### src/verilog/sbw_defs.vh
`ifndef SBW_DEFS_VH
`define SBW_DEFS_VH

// frame control characters
`define SBW_ENQ 8'h05
`define SBW_EOT 8'h04
`define SBW_ACK 8'h06
`define SBW_NAK 8'h15
`define SBW_ETX 8'h03

// command letters, upper case; the case bit selects the checksum
`define SBW_CMD_WRITE 8'h57
`define SBW_CMD_MONREG 8'h58
`define SBW_CASE_BIT 8'h20

// type and format code characters
`define SBW_CHR_S 8'h53
`define SBW_CHR_B 8'h42
`define SBW_CHR_R 8'h52
`define SBW_CHR_PCT 8'h25

// ascii ranges used for hex coding and name checking
`define SBW_CHR_0 8'h30
`define SBW_CHR_1 8'h31
`define SBW_CHR_9 8'h39
`define SBW_CHR_UA 8'h41
`define SBW_CHR_UF 8'h46
`define SBW_CHR_UZ 8'h5A
`define SBW_CHR_LA 8'h61
`define SBW_CHR_LZ 8'h7A
`define SBW_HEX_TEN 4'hA

// field limits
`define SBW_NAME_MIN 5'h01
`define SBW_NAME_MAX 5'h10
`define SBW_WORDS_MIN 7'h01
`define SBW_WORDS_MAX 7'h3C

// characters per field
`define SBW_HEX2_LEN 8'h02
`define SBW_RSS_LEN 8'h05
`define SBW_RSB_LEN 8'h03
`define SBW_ONE_LEN 8'h01
`define SBW_ERR_LEN 3'h4

// default reply timeout in cycles, 50 ms at 200 MHz
`define SBW_REPLY_TIMEOUT 24'h98_9680

`endif

### src/verilog/sbw_tx_stage.v
`include "sbw_defs.vh"
`default_nettype none

// one-byte output stage toward the serial transmitter
module sbw_tx_stage (
   input wire clk,
   input wire rst_n,
   input wire in_valid,
   input wire [7:0] in_byte,
   output wire in_ready,
   output reg tx_valid,
   output reg [7:0] tx_byte,
   input wire tx_ready
);

   // accept a new byte when empty or when the held one leaves now,
   // so a steady stream costs no bubble cycles
   assign in_ready = !tx_valid || tx_ready;

   // holding register; the transmitter stalls us through tx_ready
   always @(posedge clk or negedge rst_n)
   begin
      if (!rst_n)
      begin
         tx_valid <= 1'b0;
         tx_byte <= 8'h00;
      end
      else if (in_ready)
      begin
         tx_valid <= in_valid;
         tx_byte <= in_valid ? in_byte : tx_byte;
      end
   end

endmodule

`default_nettype wire

### src/verilog/sbw_rx_parse.v
`include "sbw_defs.vh"
`default_nettype none

// parser for acknowledge and negative replies from the device
module sbw_rx_parse (
   input wire clk,
   input wire rst_n,
   input wire arm,
   input wire lower,
   input wire [7:0] exp_station,
   input wire [7:0] exp_cmd,
   input wire [15:0] exp_echo,
   input wire rx_valid,
   input wire [7:0] rx_byte,
   output reg done,
   output reg ack,
   output reg nak,
   output reg bad,
   output reg [15:0] err_code
);

   localparam P_IDLE = 4'd0;
   localparam P_HDR = 4'd1;
   localparam P_ST0 = 4'd2;
   localparam P_ST1 = 4'd3;
   localparam P_CMD = 4'd4;
   localparam P_EC0 = 4'd5;
   localparam P_EC1 = 4'd6;
   localparam P_ERR = 4'd7;
   localparam P_TAIL = 4'd8;
   localparam P_BCC0 = 4'd9;
   localparam P_BCC1 = 4'd10;

   reg [3:0] state_reg; // parse position
   reg [2:0] idx_reg; // error code digit index
   reg [7:0] sum_reg; // running byte sum
   reg is_nak_reg; // reply header was negative

   // nibble to upper-case ascii hex
   function [7:0] hex_char;
      input [3:0] n;
      begin
         if (n < `SBW_HEX_TEN)
            hex_char = `SBW_CHR_0 + {4'h0, n};
         else
            hex_char = `SBW_CHR_UA + {4'h0, n - `SBW_HEX_TEN};
      end
   endfunction

   // upper-case ascii hex digit back to a nibble; anything else reads as zero
   function [3:0] char_nib;
      input [7:0] c;
      begin
         if (c >= `SBW_CHR_0 && c <= `SBW_CHR_9)
            char_nib = c[3:0];
         else if (c >= `SBW_CHR_UA && c <= `SBW_CHR_UF)
            char_nib = c[3:0] + 4'h9;
         else
            char_nib = 4'h0;
      end
   endfunction

   reg [7:0] exp_char; // character that must arrive in this position
   reg match_ok; // received byte fits the position

   // expected character for each fixed position
   always @*
   begin
      exp_char = 8'h00;
      match_ok = 1'b1;
      case (state_reg)
         P_ST0: exp_char = hex_char(exp_station[7:4]);
         P_ST1: exp_char = hex_char(exp_station[3:0]);
         P_CMD: exp_char = exp_cmd;
         P_EC0: exp_char = exp_echo[15:8];
         P_EC1: exp_char = exp_echo[7:0];
         P_TAIL: exp_char = `SBW_ETX;
         P_BCC0: exp_char = hex_char(sum_reg[7:4]);
         P_BCC1: exp_char = hex_char(sum_reg[3:0]);
         default: exp_char = rx_byte;
      endcase
      if (state_reg == P_HDR)
         match_ok = (rx_byte == `SBW_ACK) || (rx_byte == `SBW_NAK);
      else
         match_ok = (rx_byte == exp_char);
   end

   // byte-by-byte walk; any mismatch ends the reply as bad at once
   always @(posedge clk or negedge rst_n)
   begin
      if (!rst_n)
      begin
         state_reg <= P_IDLE;
         idx_reg <= 3'h0;
         sum_reg <= 8'h00;
         is_nak_reg <= 1'b0;
         done <= 1'b0;
         ack <= 1'b0;
         nak <= 1'b0;
         bad <= 1'b0;
         err_code <= 16'h0000;
      end
      else
      begin
         done <= 1'b0;
         ack <= 1'b0;
         nak <= 1'b0;
         bad <= 1'b0;
         if (arm)
         begin
            state_reg <= P_HDR;
            idx_reg <= 3'h0;
            sum_reg <= 8'h00;
         end
         else if (rx_valid && state_reg != P_IDLE)
         begin
            // check sum covers header through end-of-text only
            if (state_reg != P_BCC0 && state_reg != P_BCC1)
               sum_reg <= sum_reg + rx_byte;
            if (!match_ok)
            begin
               done <= 1'b1;
               bad <= 1'b1;
               state_reg <= P_IDLE;
            end
            else
            begin
               case (state_reg)
                  P_HDR:
                  begin
                     is_nak_reg <= (rx_byte == `SBW_NAK);
                     state_reg <= P_ST0;
                  end
                  P_ST0: state_reg <= P_ST1;
                  P_ST1: state_reg <= P_CMD;
                  P_CMD: state_reg <= P_EC0;
                  P_EC0: state_reg <= P_EC1;
                  P_EC1: state_reg <= is_nak_reg ? P_ERR : P_TAIL;
                  P_ERR:
                  begin
                     err_code <= {err_code[11:0], char_nib(rx_byte)};
                     idx_reg <= idx_reg + 3'h1;
                     if (idx_reg == `SBW_ERR_LEN - 3'h1)
                        state_reg <= P_TAIL;
                  end
                  P_TAIL:
                  begin
                     if (lower)
                        state_reg <= P_BCC0;
                     else
                     begin
                        done <= 1'b1;
                        ack <= !is_nak_reg;
                        nak <= is_nak_reg;
                        state_reg <= P_IDLE;
                     end
                  end
                  P_BCC0: state_reg <= P_BCC1;
                  P_BCC1:
                  begin
                     done <= 1'b1;
                     ack <= !is_nak_reg;
                     nak <= is_nak_reg;
                     state_reg <= P_IDLE;
                  end
                  default: state_reg <= P_IDLE;
               endcase
            end
         end
      end
   end

endmodule

`default_nettype wire

### src/verilog/sbw_host.v
`include "sbw_defs.vh"
`default_nettype none

// host-side frame builder for continuous write and monitor registration
module sbw_host #(
   parameter [23:0] REPLY_TIMEOUT = `SBW_REPLY_TIMEOUT,
   parameter MAX_WORDS = 60,
   parameter NAME_DEPTH = 16
) (
   input wire clk,
   input wire reset_n,
   input wire cmd_start,
   input wire cmd_monitor,
   input wire cmd_lower,
   input wire cmd_block_fmt,
   input wire [7:0] station,
   input wire [3:0] reg_no,
   input wire [4:0] name_len,
   input wire name_we,
   input wire [3:0] name_idx,
   input wire [7:0] name_char,
   input wire data_we,
   input wire [5:0] data_idx,
   input wire [15:0] data_word,
   input wire [6:0] data_count,
   output wire tx_valid,
   output wire [7:0] tx_byte,
   input wire tx_ready,
   input wire rx_valid,
   input wire [7:0] rx_byte,
   output reg busy,
   output reg cmd_error,
   output reg timed_out,
   output wire done,
   output wire reply_ack,
   output wire reply_nak,
   output wire reply_bad,
   output wire [15:0] err_code
);

   localparam S_IDLE = 4'd0;
   localparam S_HDR = 4'd1;
   localparam S_STN = 4'd2;
   localparam S_CMD = 4'd3;
   localparam S_TYP = 4'd4;
   localparam S_FMT = 4'd5;
   localparam S_LEN = 4'd6;
   localparam S_NAME = 4'd7;
   localparam S_CNT = 4'd8;
   localparam S_DATA = 4'd9;
   localparam S_TAIL = 4'd10;
   localparam S_BCC = 4'd11;
   localparam S_WAIT = 4'd12;

   reg rst_meta_reg; // reset release, first stage
   reg rst_n; // reset release, usable copy

   // release reset through two flops; assertion stays asynchronous
   always @(posedge clk or negedge reset_n)
   begin
      if (!reset_n)
      begin
         rst_meta_reg <= 1'b0;
         rst_n <= 1'b0;
      end
      else
      begin
         rst_meta_reg <= 1'b1;
         rst_n <= rst_meta_reg;
      end
   end

   reg [7:0] name_mem [0:NAME_DEPTH-1]; // device name characters
   reg [15:0] data_mem [0:MAX_WORDS-1]; // words to write

   // user loads name and data before starting; no reset needed
   always @(posedge clk)
   begin
      if (name_we)
         name_mem[name_idx] <= name_char;
      if (data_we)
         data_mem[data_idx] <= data_word;
   end

   reg [3:0] state_reg; // frame position
   reg [7:0] idx_reg; // character index within field
   reg [7:0] sum_reg; // running checksum of sent bytes
   reg [23:0] wait_reg; // reply timeout counter
   reg mon_reg; // latched: monitor registration
   reg lower_reg; // latched: lowercase letter
   reg block_reg; // latched: block read format
   reg [7:0] stn_reg; // latched station
   reg [3:0] regno_reg; // latched registration number
   reg [4:0] len_reg; // latched name length
   reg [6:0] cnt_reg; // latched unit count
   reg arm_reg; // start pulse to the reply parser

   // nibble to upper-case ascii hex
   function [7:0] hex_char;
      input [3:0] n;
      begin
         if (n < `SBW_HEX_TEN)
            hex_char = `SBW_CHR_0 + {4'h0, n};
         else
            hex_char = `SBW_CHR_UA + {4'h0, n - `SBW_HEX_TEN};
      end
   endfunction

   // legal device name character
   function name_char_ok;
      input [7:0] c;
      begin
         name_char_ok = (c >= `SBW_CHR_0 && c <= `SBW_CHR_9) ||
                        (c >= `SBW_CHR_UA && c <= `SBW_CHR_UZ) ||
                        (c >= `SBW_CHR_LA && c <= `SBW_CHR_LZ) ||
                        (c == `SBW_CHR_PCT);
      end
   endfunction

   reg name_ok; // every used name character legal
   reg len_ok; // name length in range
   reg cnt_ok; // unit count in range
   integer i;

   // validate the request before any byte goes out, so the device
   // never sees a frame the host already knows to be illegal
   always @*
   begin
      name_ok = 1'b1;
      for (i = 0; i < NAME_DEPTH; i = i + 1)
      begin
         if (i < name_len && !name_char_ok(name_mem[i]))
            name_ok = 1'b0;
      end
      len_ok = (name_len >= `SBW_NAME_MIN) && (name_len <= `SBW_NAME_MAX);
      cnt_ok = (data_count >= `SBW_WORDS_MIN) && (data_count <= `SBW_WORDS_MAX);
      if (cmd_monitor && !cmd_block_fmt)
         cnt_ok = 1'b1;
   end

   reg [7:0] cur_limit; // characters in current field
   reg [7:0] cur_char; // character for current position
   reg [15:0] cur_word; // data word being sent
   reg [3:0] next_state; // field after the current one

   // field lengths and characters for each frame position
   always @*
   begin
      cur_limit = `SBW_ONE_LEN;
      cur_char = `SBW_ENQ;
      cur_word = data_mem[idx_reg[7:2]];
      next_state = S_IDLE;
      case (state_reg)
         S_HDR:
         begin
            cur_char = `SBW_ENQ;
            next_state = S_STN;
         end
         S_STN:
         begin
            cur_limit = `SBW_HEX2_LEN;
            cur_char = idx_reg[0] ? hex_char(stn_reg[3:0]) : hex_char(stn_reg[7:4]);
            next_state = S_CMD;
         end
         S_CMD:
         begin
            cur_char = (mon_reg ? `SBW_CMD_MONREG : `SBW_CMD_WRITE) |
                       (lower_reg ? `SBW_CASE_BIT : 8'h00);
            next_state = S_TYP;
         end
         S_TYP:
         begin
            cur_limit = `SBW_HEX2_LEN;
            if (mon_reg)
               cur_char = idx_reg[0] ? hex_char(regno_reg) : `SBW_CHR_0;
            else
               cur_char = idx_reg[0] ? `SBW_CHR_B : `SBW_CHR_S;
            next_state = mon_reg ? S_FMT : S_LEN;
         end
         S_FMT:
         begin
            cur_limit = block_reg ? `SBW_RSB_LEN : `SBW_RSS_LEN;
            case (idx_reg[2:0])
               3'd0: cur_char = `SBW_CHR_R;
               3'd1: cur_char = `SBW_CHR_S;
               3'd2: cur_char = block_reg ? `SBW_CHR_B : `SBW_CHR_S;
               3'd3: cur_char = `SBW_CHR_0;
               default: cur_char = `SBW_CHR_1;
            endcase
            next_state = S_LEN;
         end
         S_LEN:
         begin
            cur_limit = `SBW_HEX2_LEN;
            cur_char = idx_reg[0] ? hex_char(len_reg[3:0]) : hex_char({3'b000, len_reg[4]});
            next_state = S_NAME;
         end
         S_NAME:
         begin
            cur_limit = {3'b000, len_reg};
            cur_char = name_mem[idx_reg[3:0]];
            next_state = (mon_reg && !block_reg) ? S_TAIL : S_CNT;
         end
         S_CNT:
         begin
            cur_limit = `SBW_HEX2_LEN;
            cur_char = idx_reg[0] ? hex_char(cnt_reg[3:0]) : hex_char({1'b0, cnt_reg[6:4]});
            next_state = mon_reg ? S_TAIL : S_DATA;
         end
         S_DATA:
         begin
            cur_limit = {cnt_reg[5:0], 2'b00};
            case (idx_reg[1:0])
               2'd0: cur_char = hex_char(cur_word[15:12]);
               2'd1: cur_char = hex_char(cur_word[11:8]);
               2'd2: cur_char = hex_char(cur_word[7:4]);
               default: cur_char = hex_char(cur_word[3:0]);
            endcase
            next_state = S_TAIL;
         end
         S_TAIL:
         begin
            cur_char = `SBW_EOT;
            next_state = lower_reg ? S_BCC : S_WAIT;
         end
         S_BCC:
         begin
            // low byte of sum, in hex
            cur_limit = `SBW_HEX2_LEN;
            cur_char = idx_reg[0] ? hex_char(sum_reg[3:0]) : hex_char(sum_reg[7:4]);
            next_state = S_WAIT;
         end
         default:
         begin
            cur_limit = `SBW_ONE_LEN;
            cur_char = `SBW_ENQ;
            next_state = S_IDLE;
         end
      endcase
   end

   wire emit = (state_reg >= S_HDR) && (state_reg <= S_BCC); // byte offered
   wire emit_ready; // output stage takes the byte
   wire fire = emit && emit_ready; // byte taken this cycle
   wire field_end = (idx_reg == cur_limit - 8'h01); // last character of field

   // sequencer: latch the request, walk the fields, then wait for the reply
   always @(posedge clk or negedge rst_n)
   begin
      if (!rst_n)
      begin
         state_reg <= S_IDLE;
         idx_reg <= 8'h00;
         sum_reg <= 8'h00;
         wait_reg <= 24'h00_0000;
         mon_reg <= 1'b0;
         lower_reg <= 1'b0;
         block_reg <= 1'b0;
         stn_reg <= 8'h00;
         regno_reg <= 4'h0;
         len_reg <= 5'h00;
         cnt_reg <= 7'h00;
         arm_reg <= 1'b0;
         busy <= 1'b0;
         cmd_error <= 1'b0;
         timed_out <= 1'b0;
      end
      else
      begin
         arm_reg <= 1'b0;
         cmd_error <= 1'b0;
         timed_out <= 1'b0;
         case (state_reg)
            S_IDLE:
            begin
               if (cmd_start)
               begin
                  // illegal requests are refused without a frame
                  if (!(name_ok && len_ok && cnt_ok))
                     cmd_error <= 1'b1;
                  else
                  begin
                     mon_reg <= cmd_monitor;
                     lower_reg <= cmd_lower;
                     block_reg <= cmd_block_fmt;
                     stn_reg <= station;
                     regno_reg <= reg_no;
                     len_reg <= name_len;
                     cnt_reg <= data_count;
                     sum_reg <= 8'h00;
                     idx_reg <= 8'h00;
                     arm_reg <= 1'b1;
                     busy <= 1'b1;
                     state_reg <= S_HDR;
                  end
               end
            end
            S_WAIT:
            begin
               // a silent device (wrong station) must not hang the host
               wait_reg <= wait_reg + 24'h00_0001;
               if (done)
               begin
                  busy <= 1'b0;
                  state_reg <= S_IDLE;
               end
               else if (wait_reg >= REPLY_TIMEOUT - 24'h00_0001)
               begin
                  timed_out <= 1'b1;
                  busy <= 1'b0;
                  state_reg <= S_IDLE;
               end
            end
            default:
            begin
               if (fire)
               begin
                  if (state_reg != S_BCC)
                     sum_reg <= sum_reg + cur_char;
                  if (field_end)
                  begin
                     idx_reg <= 8'h00;
                     wait_reg <= 24'h00_0000;
                     state_reg <= next_state;
                  end
                  else
                     idx_reg <= idx_reg + 8'h01;
               end
            end
         endcase
      end
   end

   // output register toward the serial transmitter
   sbw_tx_stage u_tx (
      .clk(clk),
      .rst_n(rst_n),
      .in_valid(emit),
      .in_byte(cur_char),
      .in_ready(emit_ready),
      .tx_valid(tx_valid),
      .tx_byte(tx_byte),
      .tx_ready(tx_ready)
   );

   // reply checking; echo is type code or registration number
   sbw_rx_parse u_rx (
      .clk(clk),
      .rst_n(rst_n),
      .arm(arm_reg),
      .lower(lower_reg),
      .exp_station(stn_reg),
      .exp_cmd((mon_reg ? `SBW_CMD_MONREG : `SBW_CMD_WRITE) |
               (lower_reg ? `SBW_CASE_BIT : 8'h00)),
      .exp_echo(mon_reg ? {`SBW_CHR_0, hex_char(regno_reg)} : {`SBW_CHR_S, `SBW_CHR_B}),
      .rx_valid(rx_valid),
      .rx_byte(rx_byte),
      .done(done),
      .ack(reply_ack),
      .nak(reply_nak),
      .bad(reply_bad),
      .err_code(err_code)
   );

endmodule

`default_nettype wire

### config.mk
export PLATFORM = sky130hd
export DESIGN_NAME = sbw_host
export DESIGN_NICKNAME = d
export VERILOG_FILES = /design/src/verilog/sbw_tx_stage.v /design/src/verilog/sbw_rx_parse.v /design/src/verilog/sbw_host.v
export VERILOG_INCLUDE_DIRS = /design/src /design/src/verilog
export SDC_FILE = /design/constraint.sdc
export NUM_CORES = 2
export LEC_CHECK = 0
export ABC_AREA = 1
export BUFFER_PORTS_ARGS = -buffer_cell sky130_fd_sc_hd__buf_2
export CAP_MARGIN = 20
export CORE_UTILIZATION = 55
export CTS_CLUSTER_SIZE = 16
export DETAILED_ROUTE_END_ITERATION = 10
export PLACE_DENSITY = 0.68
export SLEW_MARGIN = 20
export SYNTH_ARGS = -nofsm -noshare
export SYNTH_HDL_FRONTEND = slang
export SYNTH_SLANG_ARGS = --single-unit
### constraint.sdc
create_clock -name clk -period 6.3 [get_ports clk]
set_clock_uncertainty 0.15 [all_clocks]
set_input_delay 0.63 -clock clk [delete_from_list [all_inputs] [get_ports clk]]
set_output_delay 0.63 -clock clk [all_outputs]
set_load 0.01 [all_outputs]
# Word level (Yosys, flattened, before mapping)
# Memories as Yosys holds them, arrays and structs flattened.
# Cells that the tools add are included.
word_totals:
  ff_bits: 122
  ramBits: 1088
  input_bits: 76
  out_inout_bits: 32
  elab_cells: 574
  memories: 2
classes:
  n_addsub: 50
  n_lt_le_gt_ge: 137
  eq_ne: 55
  mux: 124
  bitwise: 4
  reduce_logical: 174
memory_table:
  columns: ["name", "depth", "word_bits", "rd", "rd_clocked_by_memory_dff", "write_ports", "line", "rtl"]
  rows:
  - ["data_mem", 60, 16, 1, 0, 1, "sbw_host.v:74", "reg [15:0] data_mem [0:MAX_WORDS-1];"]
  - ["name_mem", 16, 8, 17, 0, 1, "sbw_host.v:73", "reg [7:0] name_mem [0:NAME_DEPTH-1];"]
op_table:
  columns: ["cell", "n"]
  rows:
  - ["8-bit by 7-bit >= comparator with 1-bit output, second input constant", 33]
  - ["8-bit by 7-bit less-or-equal comparator with 1-bit output, second input constant", 33]
  - ["8-bit 2-to-1 mux", 29]
  - ["8-bit by 6-bit >= comparator with 1-bit output, second input constant", 17]
  - ["8-bit by 6-bit less-or-equal comparator with 1-bit output, second input constant", 17]
  - ["8-bit by 6-bit equality test with 1-bit output, second input constant", 16]
  - ["7-bit by 4-bit adder with 8-bit output, first input constant", 14]
  - ["6-bit by 4-bit adder with 7-bit output, first input constant", 13]
  - ["8-bit one-hot mux with 10 select lines", 1]
  - ["1-bit logical AND", 76]
  - ["8-bit one-hot mux with 8 select lines", 1]
  - ["4-bit 2-to-1 mux", 15]
  - ["4-bit less-than comparator, second input constant", 13]
  - ["4-bit subtractor, second input constant", 13]
  - ["1-bit logical OR", 50]
  - ["1-bit 2-to-1 mux", 50]
  - ["24-bit 2-to-1 mux", 2]
  - ["24-bit one-hot mux with 2 select lines", 1]
  - ["4-bit one-hot mux with 11 select lines", 1]
  - ["4-bit by 5-bit less-than comparator with 1-bit output, first input constant", 8]
  - ["4-bit one-hot mux with 9 select lines", 1]
  - ["4-bit by 3-bit equality test with 1-bit output, second input constant", 8]
  - ["4-bit equality test, second input constant", 8]
  - ["8-bit one-hot mux with 2 select lines", 2]
  - ["56 further kinds", 122]

# Depth between registers and ports, before layout
# An unclocked memory read counts as a cell.
logic_depth:
  ltp_word: 29
  mapped_depth: 38

# By module
# A second synthesis with hierarchy kept.
unflattened:
  hier_cells: 5600
  hier_area_um2: 56005.0
modules_own_cells:
  columns: ["module", "n_inst", "cells_per_inst", "area_per_inst_um2"]
  rows:
  - ["sbw_host", 1, 5027, 52374.0]
  - ["sbw_rx_parse", 1, 534, 3263.1]
  - ["sbw_tx_stage", 1, 39, 367.9]

# Worst setup path after synthesis
# OpenSTA, ideal clock, no wires.
synth_path:
  path_type: "flip-flop to flip-flop"
  startpoint: "register idx_reg[2]"
  endpoint: "register sum_reg[7]"
  arrival_time_ps: 3847
  required_ps: 6067
  setup_slack_ps: 2221
  stages_incl_launch_ff: 34
  synth_period_minus_slack_ps: 4079
  path_cell_list: "dfrtp_1 -> buf_4 -> buf_4 -> buf_6 -> buf_2 -> or2_2 -> nand3_1 -> nand3_1 -> nand2_1 -> nand2_1 -> a21oi_1 -> nand2_1 -> nand2_1 -> inv_1 -> ha_1 -> inv_1 -> nand4_1 -> nand2_1 -> nor2_1 -> nand2_1 -> a21oi_1 -> ha_1 -> a21oi_1 -> nor2_1 -> nor2_1 -> nor2_1 -> o21ai_0 -> nand2_1 -> nand2_1 -> nand2_1 -> a21oi_1 -> or2_2 -> nand3_1 -> o21ai_0"
synth_between:
  elab_chain_len: 10
synth_lines:
  columns: ["element", "line", "rtl"]
  rows:
  - ["start: declaration", "sbw_host.v:86", "reg [7:0] idx_reg;"]
  - ["start signal: assignment", "sbw_host.v:327", "idx_reg <= idx_reg + 8'h01;"]
  - ["memory 60 x 16 bit", null, null]
  - ["4-bit subtractor (no source line)", null, null]
  - ["7-bit by 4-bit adder with 8-bit output (no source line)", null, null]
  - ["8-bit 2-to-1 mux", "sbw_host.v:102", "if (n < `SBW_HEX_TEN)"]
  - ["8-bit one-hot mux with 3 select lines", "sbw_host.v:213", "case (idx_reg[1:0])"]
  - ["8-bit one-hot mux with 10 select lines *", "sbw_host.v:153", "case (state_reg)"]
  - ["named net cur_char[1]", "sbw_host.v:142", "reg [7:0] cur_char;"]
  - ["8-bit adder *", "sbw_host.v:319", "sum_reg <= sum_reg + cur_char;"]
  - ["8-bit 2-to-1 mux *", "sbw_host.v:318", "if (state_reg != S_BCC)"]
  - ["8-bit 2-to-1 mux *", "sbw_host.v:316", "if (fire)"]
  - ["8-bit one-hot mux with 2 select lines *", "sbw_host.v:273", "case (state_reg)"]
  - ["end signal: assignment", "sbw_host.v:319", null]
  - ["end: declaration", "sbw_host.v:87", "reg [7:0] sum_reg;"]
# Mark *: on every way through the listed nets, which the timed path passes. The rest lies on a longest branch. The select of a mux whose other input is x is not followed.
# A chain may end at the register's enable or synchronous reset.

# Final worst setup path
layout_path:
  startpoint: "register idx_reg[3]"
  endpoint: "register sum_reg[7]"
# The elaborated chain is that of the path after synthesis.

==> results <==
- The share of the Yosys chip area taken by registers is 63.9%.
- The total clock buffers created by CTS is 121.
- The most used flip-flop cell after synthesis is sky130_fd_sc_hd__edfxtp_1.
- Static timing analysis puts the maximum clock frequency at 184 MHz.
- After synthesis, the share of flip-flops with an asynchronous set or reset is 10.1%.
- The die height is 321 um.
- The initialized floorplan defines 116 standard-cell rows.
- In this run the number of H-tree levels came out at 3.
- The wire length of the first global-routing pass is 238000 um.
- The count of nets left with antenna violations after detail routing is 0.
- On the critical path, the stage with the largest delay is an instance of sky130_fd_sc_hd__dfrtp_4.
- The cell type with the highest occurrence count on the critical path is sky130_fd_sc_hd__nand2_1.
- The total power draw is 18600 uW.
- The layout overhead on the synthesized area is 11.2%.
- The number of violations of the max-capacitance limit is 0.
- Buffers added to address setup during post-CTS repair amount to 0.
- Setup repair after global routing left no endpoint under its margin.
- Summed over all layers, the global routing overflow is 0.
- The core region is 0.100 sq mm.
- Setup violations remaining at the end of the flow were counted as 0.
- Hold repair after CTS inserted 16 buffers.
- After detailed routing, the total wire length is 157000 um.
- The most common cell after layout, fill and taps aside is sky130_fd_sc_hd__nand2_1.
- The final net count is 5824.
- The power density of the placed cells is 299 mW/mm^2.
- The peak fanout along the critical path is 96.
- By startpoint and endpoint, the worst setup path is classified as flop to flop.
- The arrival time of the worst setup path is 5920 ps.
- STA puts the critical path data required time at 6770 ps.
- The average instance in the mapped netlist occupies 10.1 sq um.
- Clock-pin slew was measured on the worst setup and hold paths at 60 ps.
- STA classifies the critical path startpoint as a flop.
- STA classifies the critical path endpoint as a flop.
- The total via count after detailed routing is 41113.
- The final hold slack is 40.8 ps.
- The detailed-placement wirelength estimate is 95100 um.
- The total routing usage reported by global routing is 30.5%.
- Port buffering added 107 buffers.
- The flip-flop count of the largest register after layout is 960.
- The minimum clock period after layout is 5440 ps.
- TritonCTS built the clock tree.
- During synthesis, Yosys emitted a total of 0 warnings.
- Entering global routing, the biggest net connects 117 pins.
- The total I/O pin count is 108.
- Dividing the detail-routed via count by the number of cells gives 5.76.
- The synthesized netlist contains 70 unique library cells.
- The die is 321 um wide.
- The final count of hold timing violations came to 0.
- The share of the clock period used by the worst path is 86.4%.
- The largest voltage drop on the vdd net is 0.323 mV.
- In the routed design, unresolved DRC markers number 0.
- Across all setup checks in the final design, the least slack found is 858 ps.
- Synthesis produced a netlist with a net count of 5701.
- The relative slew slack is 26.5%.
- Dividing the detail-routed wire length by the instance count gives 22.1 um.
- The detailed router finished its first iteration with 4389 violations.
- No sink is reached through more buffers than the 3 on the longest clock path.
- The post-synthesis instance area is 0.0559 sq mm.
- The number of gates resized after CTS is 0.
- The post-place setup slack is 1060 ps.
- The area of the die is 0.103 sq mm.
- The later pin in the worst-skew pair is clocked with a latency of 740 ps.
- The leakage power figure is 0.0243 uW.
- The clock tree root driver cell is sky130_fd_sc_hd__clkbuf_16.
- The number of global-route vias before repair came to 39330.
- The placed cell count is 6892.
- The clock sink total is 1210.
- Yosys mapped a number of flops with a built-in enable equal to 1088.
- The final weighted congestion of routability-driven global placement is 0.956.
- The finished layout holds 7133 standard cells, fillers aside.
- The post-route setup TNS is 0 ps.
- The type of the worst min-delay path is primary input to flop.
- The number of detailed-routing iterations run before antenna repair is 6.
- The number of max-slew violations in the final report is 0.
- The effective utilization at floorplan is 55.7%.
- The total of flip-flops plus latches after synthesis is 1210.
- The number of antenna violations at the first check in global routing is 0.
- Leaving out fill and tap cells, the most frequent cells in the layout are 1323 x sky130_fd_sc_hd__nand2_1, 1088 x sky130_fd_sc_hd__edfxtp_1, 583 x sky130_fd_sc_hd__nand3_1.
- The flow ran to the end, and the final reports show no timing, DRC or antenna violations.
- The share of post-route cells with drive strength above 1 is 8.40%.
- Synthesis handed over a netlist of 5551 instances.
- On the worst path, the slowest cell contributes a delay of 720 ps.
- The transition at the pin with the smallest max-transition slack is 1100 ps.
## layout make-up
class	instances	area [sq um]
sequential	1210	35700
inverter	586	2220
fill	8246	38200
multi-input combinational	3506	16800
tap	1357	1700
clock inverter	66	597
clock buffer	157	3210
timing repair buffer	249	1880
antenna	2	5.00
## metal layers
| layer | wire length, um | share of wire (%) | up-vias | GRT usage (%) |
|---|---|---|---|---|
| met5 | 0 | 0 | - | 0 |
| met1 | 64100 | 41 | 19795 | 41.3 |
| met2 | 74500 | 47 | 1796 | 50.0 |
| met4 | 6310 | 4.0 | 0 | 12.3 |
| li1 | - | - | 19204 | - |
| met3 | 12400 | 7.9 | 318 | 4.33 |
## final timing paths
path,start,to,slack [ps],cells past startpoint
min in group asynchronous,reset_n,rst_n,90,2
min,station[1],stn_reg[1],40,3
max reg2reg,idx_reg[3],sum_reg[7],860,30
max in group asynchronous,rst_n,wait_reg[8],4170,2
min reg2reg,rst_n,idx_reg[2],140,0
max,idx_reg[3],sum_reg[7],860,30
## critical path: cells and delay by family (launching register included)
family	cells	cell delay [ps]
simple gates	19	2230
buf+inv	4	650
compound gates	5	830
flops	1	720
fa+ha+maj	2	590
## synthesized netlist by cell type, drive strengths merged, types with 2 or more instances
library cell | count | area share, %
a21boi | 3 | 0.040
dfrtp | 122 | 5.5
ha | 72 | 1.6
nand3b | 18 | 0.24
o31ai | 3 | 0.040
o311ai | 3 | 0.047
edfxtp | 1088 | 58
buf | 168 | 1.7
clkinv | 4 | 0.027
o221ai | 10 | 0.16
o22ai | 18 | 0.22
nand2 | 1329 | 9.0
a211oi | 6 | 0.081
clkbuf | 81 | 0.55
a31oi | 12 | 0.13
nor4 | 16 | 0.18
o21bai | 4 | 0.054
o21a | 2 | 0.027
inv | 582 | 3.9
or2 | 30 | 0.34
xor2 | 52 | 0.81
fa | 2 | 0.072
o211ai | 27 | 0.36
o21ai | 369 | 3.3
xnor2 | 9 | 0.14
o32ai | 3 | 0.047
nor3 | 51 | 0.52
a2111oi | 4 | 0.065
a21oi | 131 | 1.2
o2111ai | 8 | 0.13
nand3 | 586 | 5.3
a22oi | 8 | 0.11
nor2 | 562 | 3.8
nand4 | 152 | 1.7
## report_power, final
group / internal (uW) / switching, uW
Clock: 3920 / 3070
Sequential: 8950 / 172
Combinational: 727 / 1760
## cells by family (layout without fill, tap and decap cells)
| group | Yosys count | count (layout) | synth area share [%] |
|---|---|---|---|
| xor+xnor | 62 | 62 | 0.995 |
| buf+inv | 835 | 1058 | 6.16 |
| mux | 1 | 1 | 0.0179 |
| other cells | 1 | 3 | 0.00670 |
| fa+ha+maj | 74 | 74 | 1.68 |
| flops | 1210 | 1210 | 63.9 |
| compound gates | 621 | 621 | 6.17 |
| simple gates | 2747 | 2747 | 21.1 |
## metrics by stage
stage                     area (sq um)  utilization (%)
final                            62200             61.9
after global routing             62200             61.9
after CTS                        62200             61.9
after detailed placement         58200             58.0
after global placement           58200             58.0
after floorplan                  55900                -
Power figures use the tool's default switching activity.
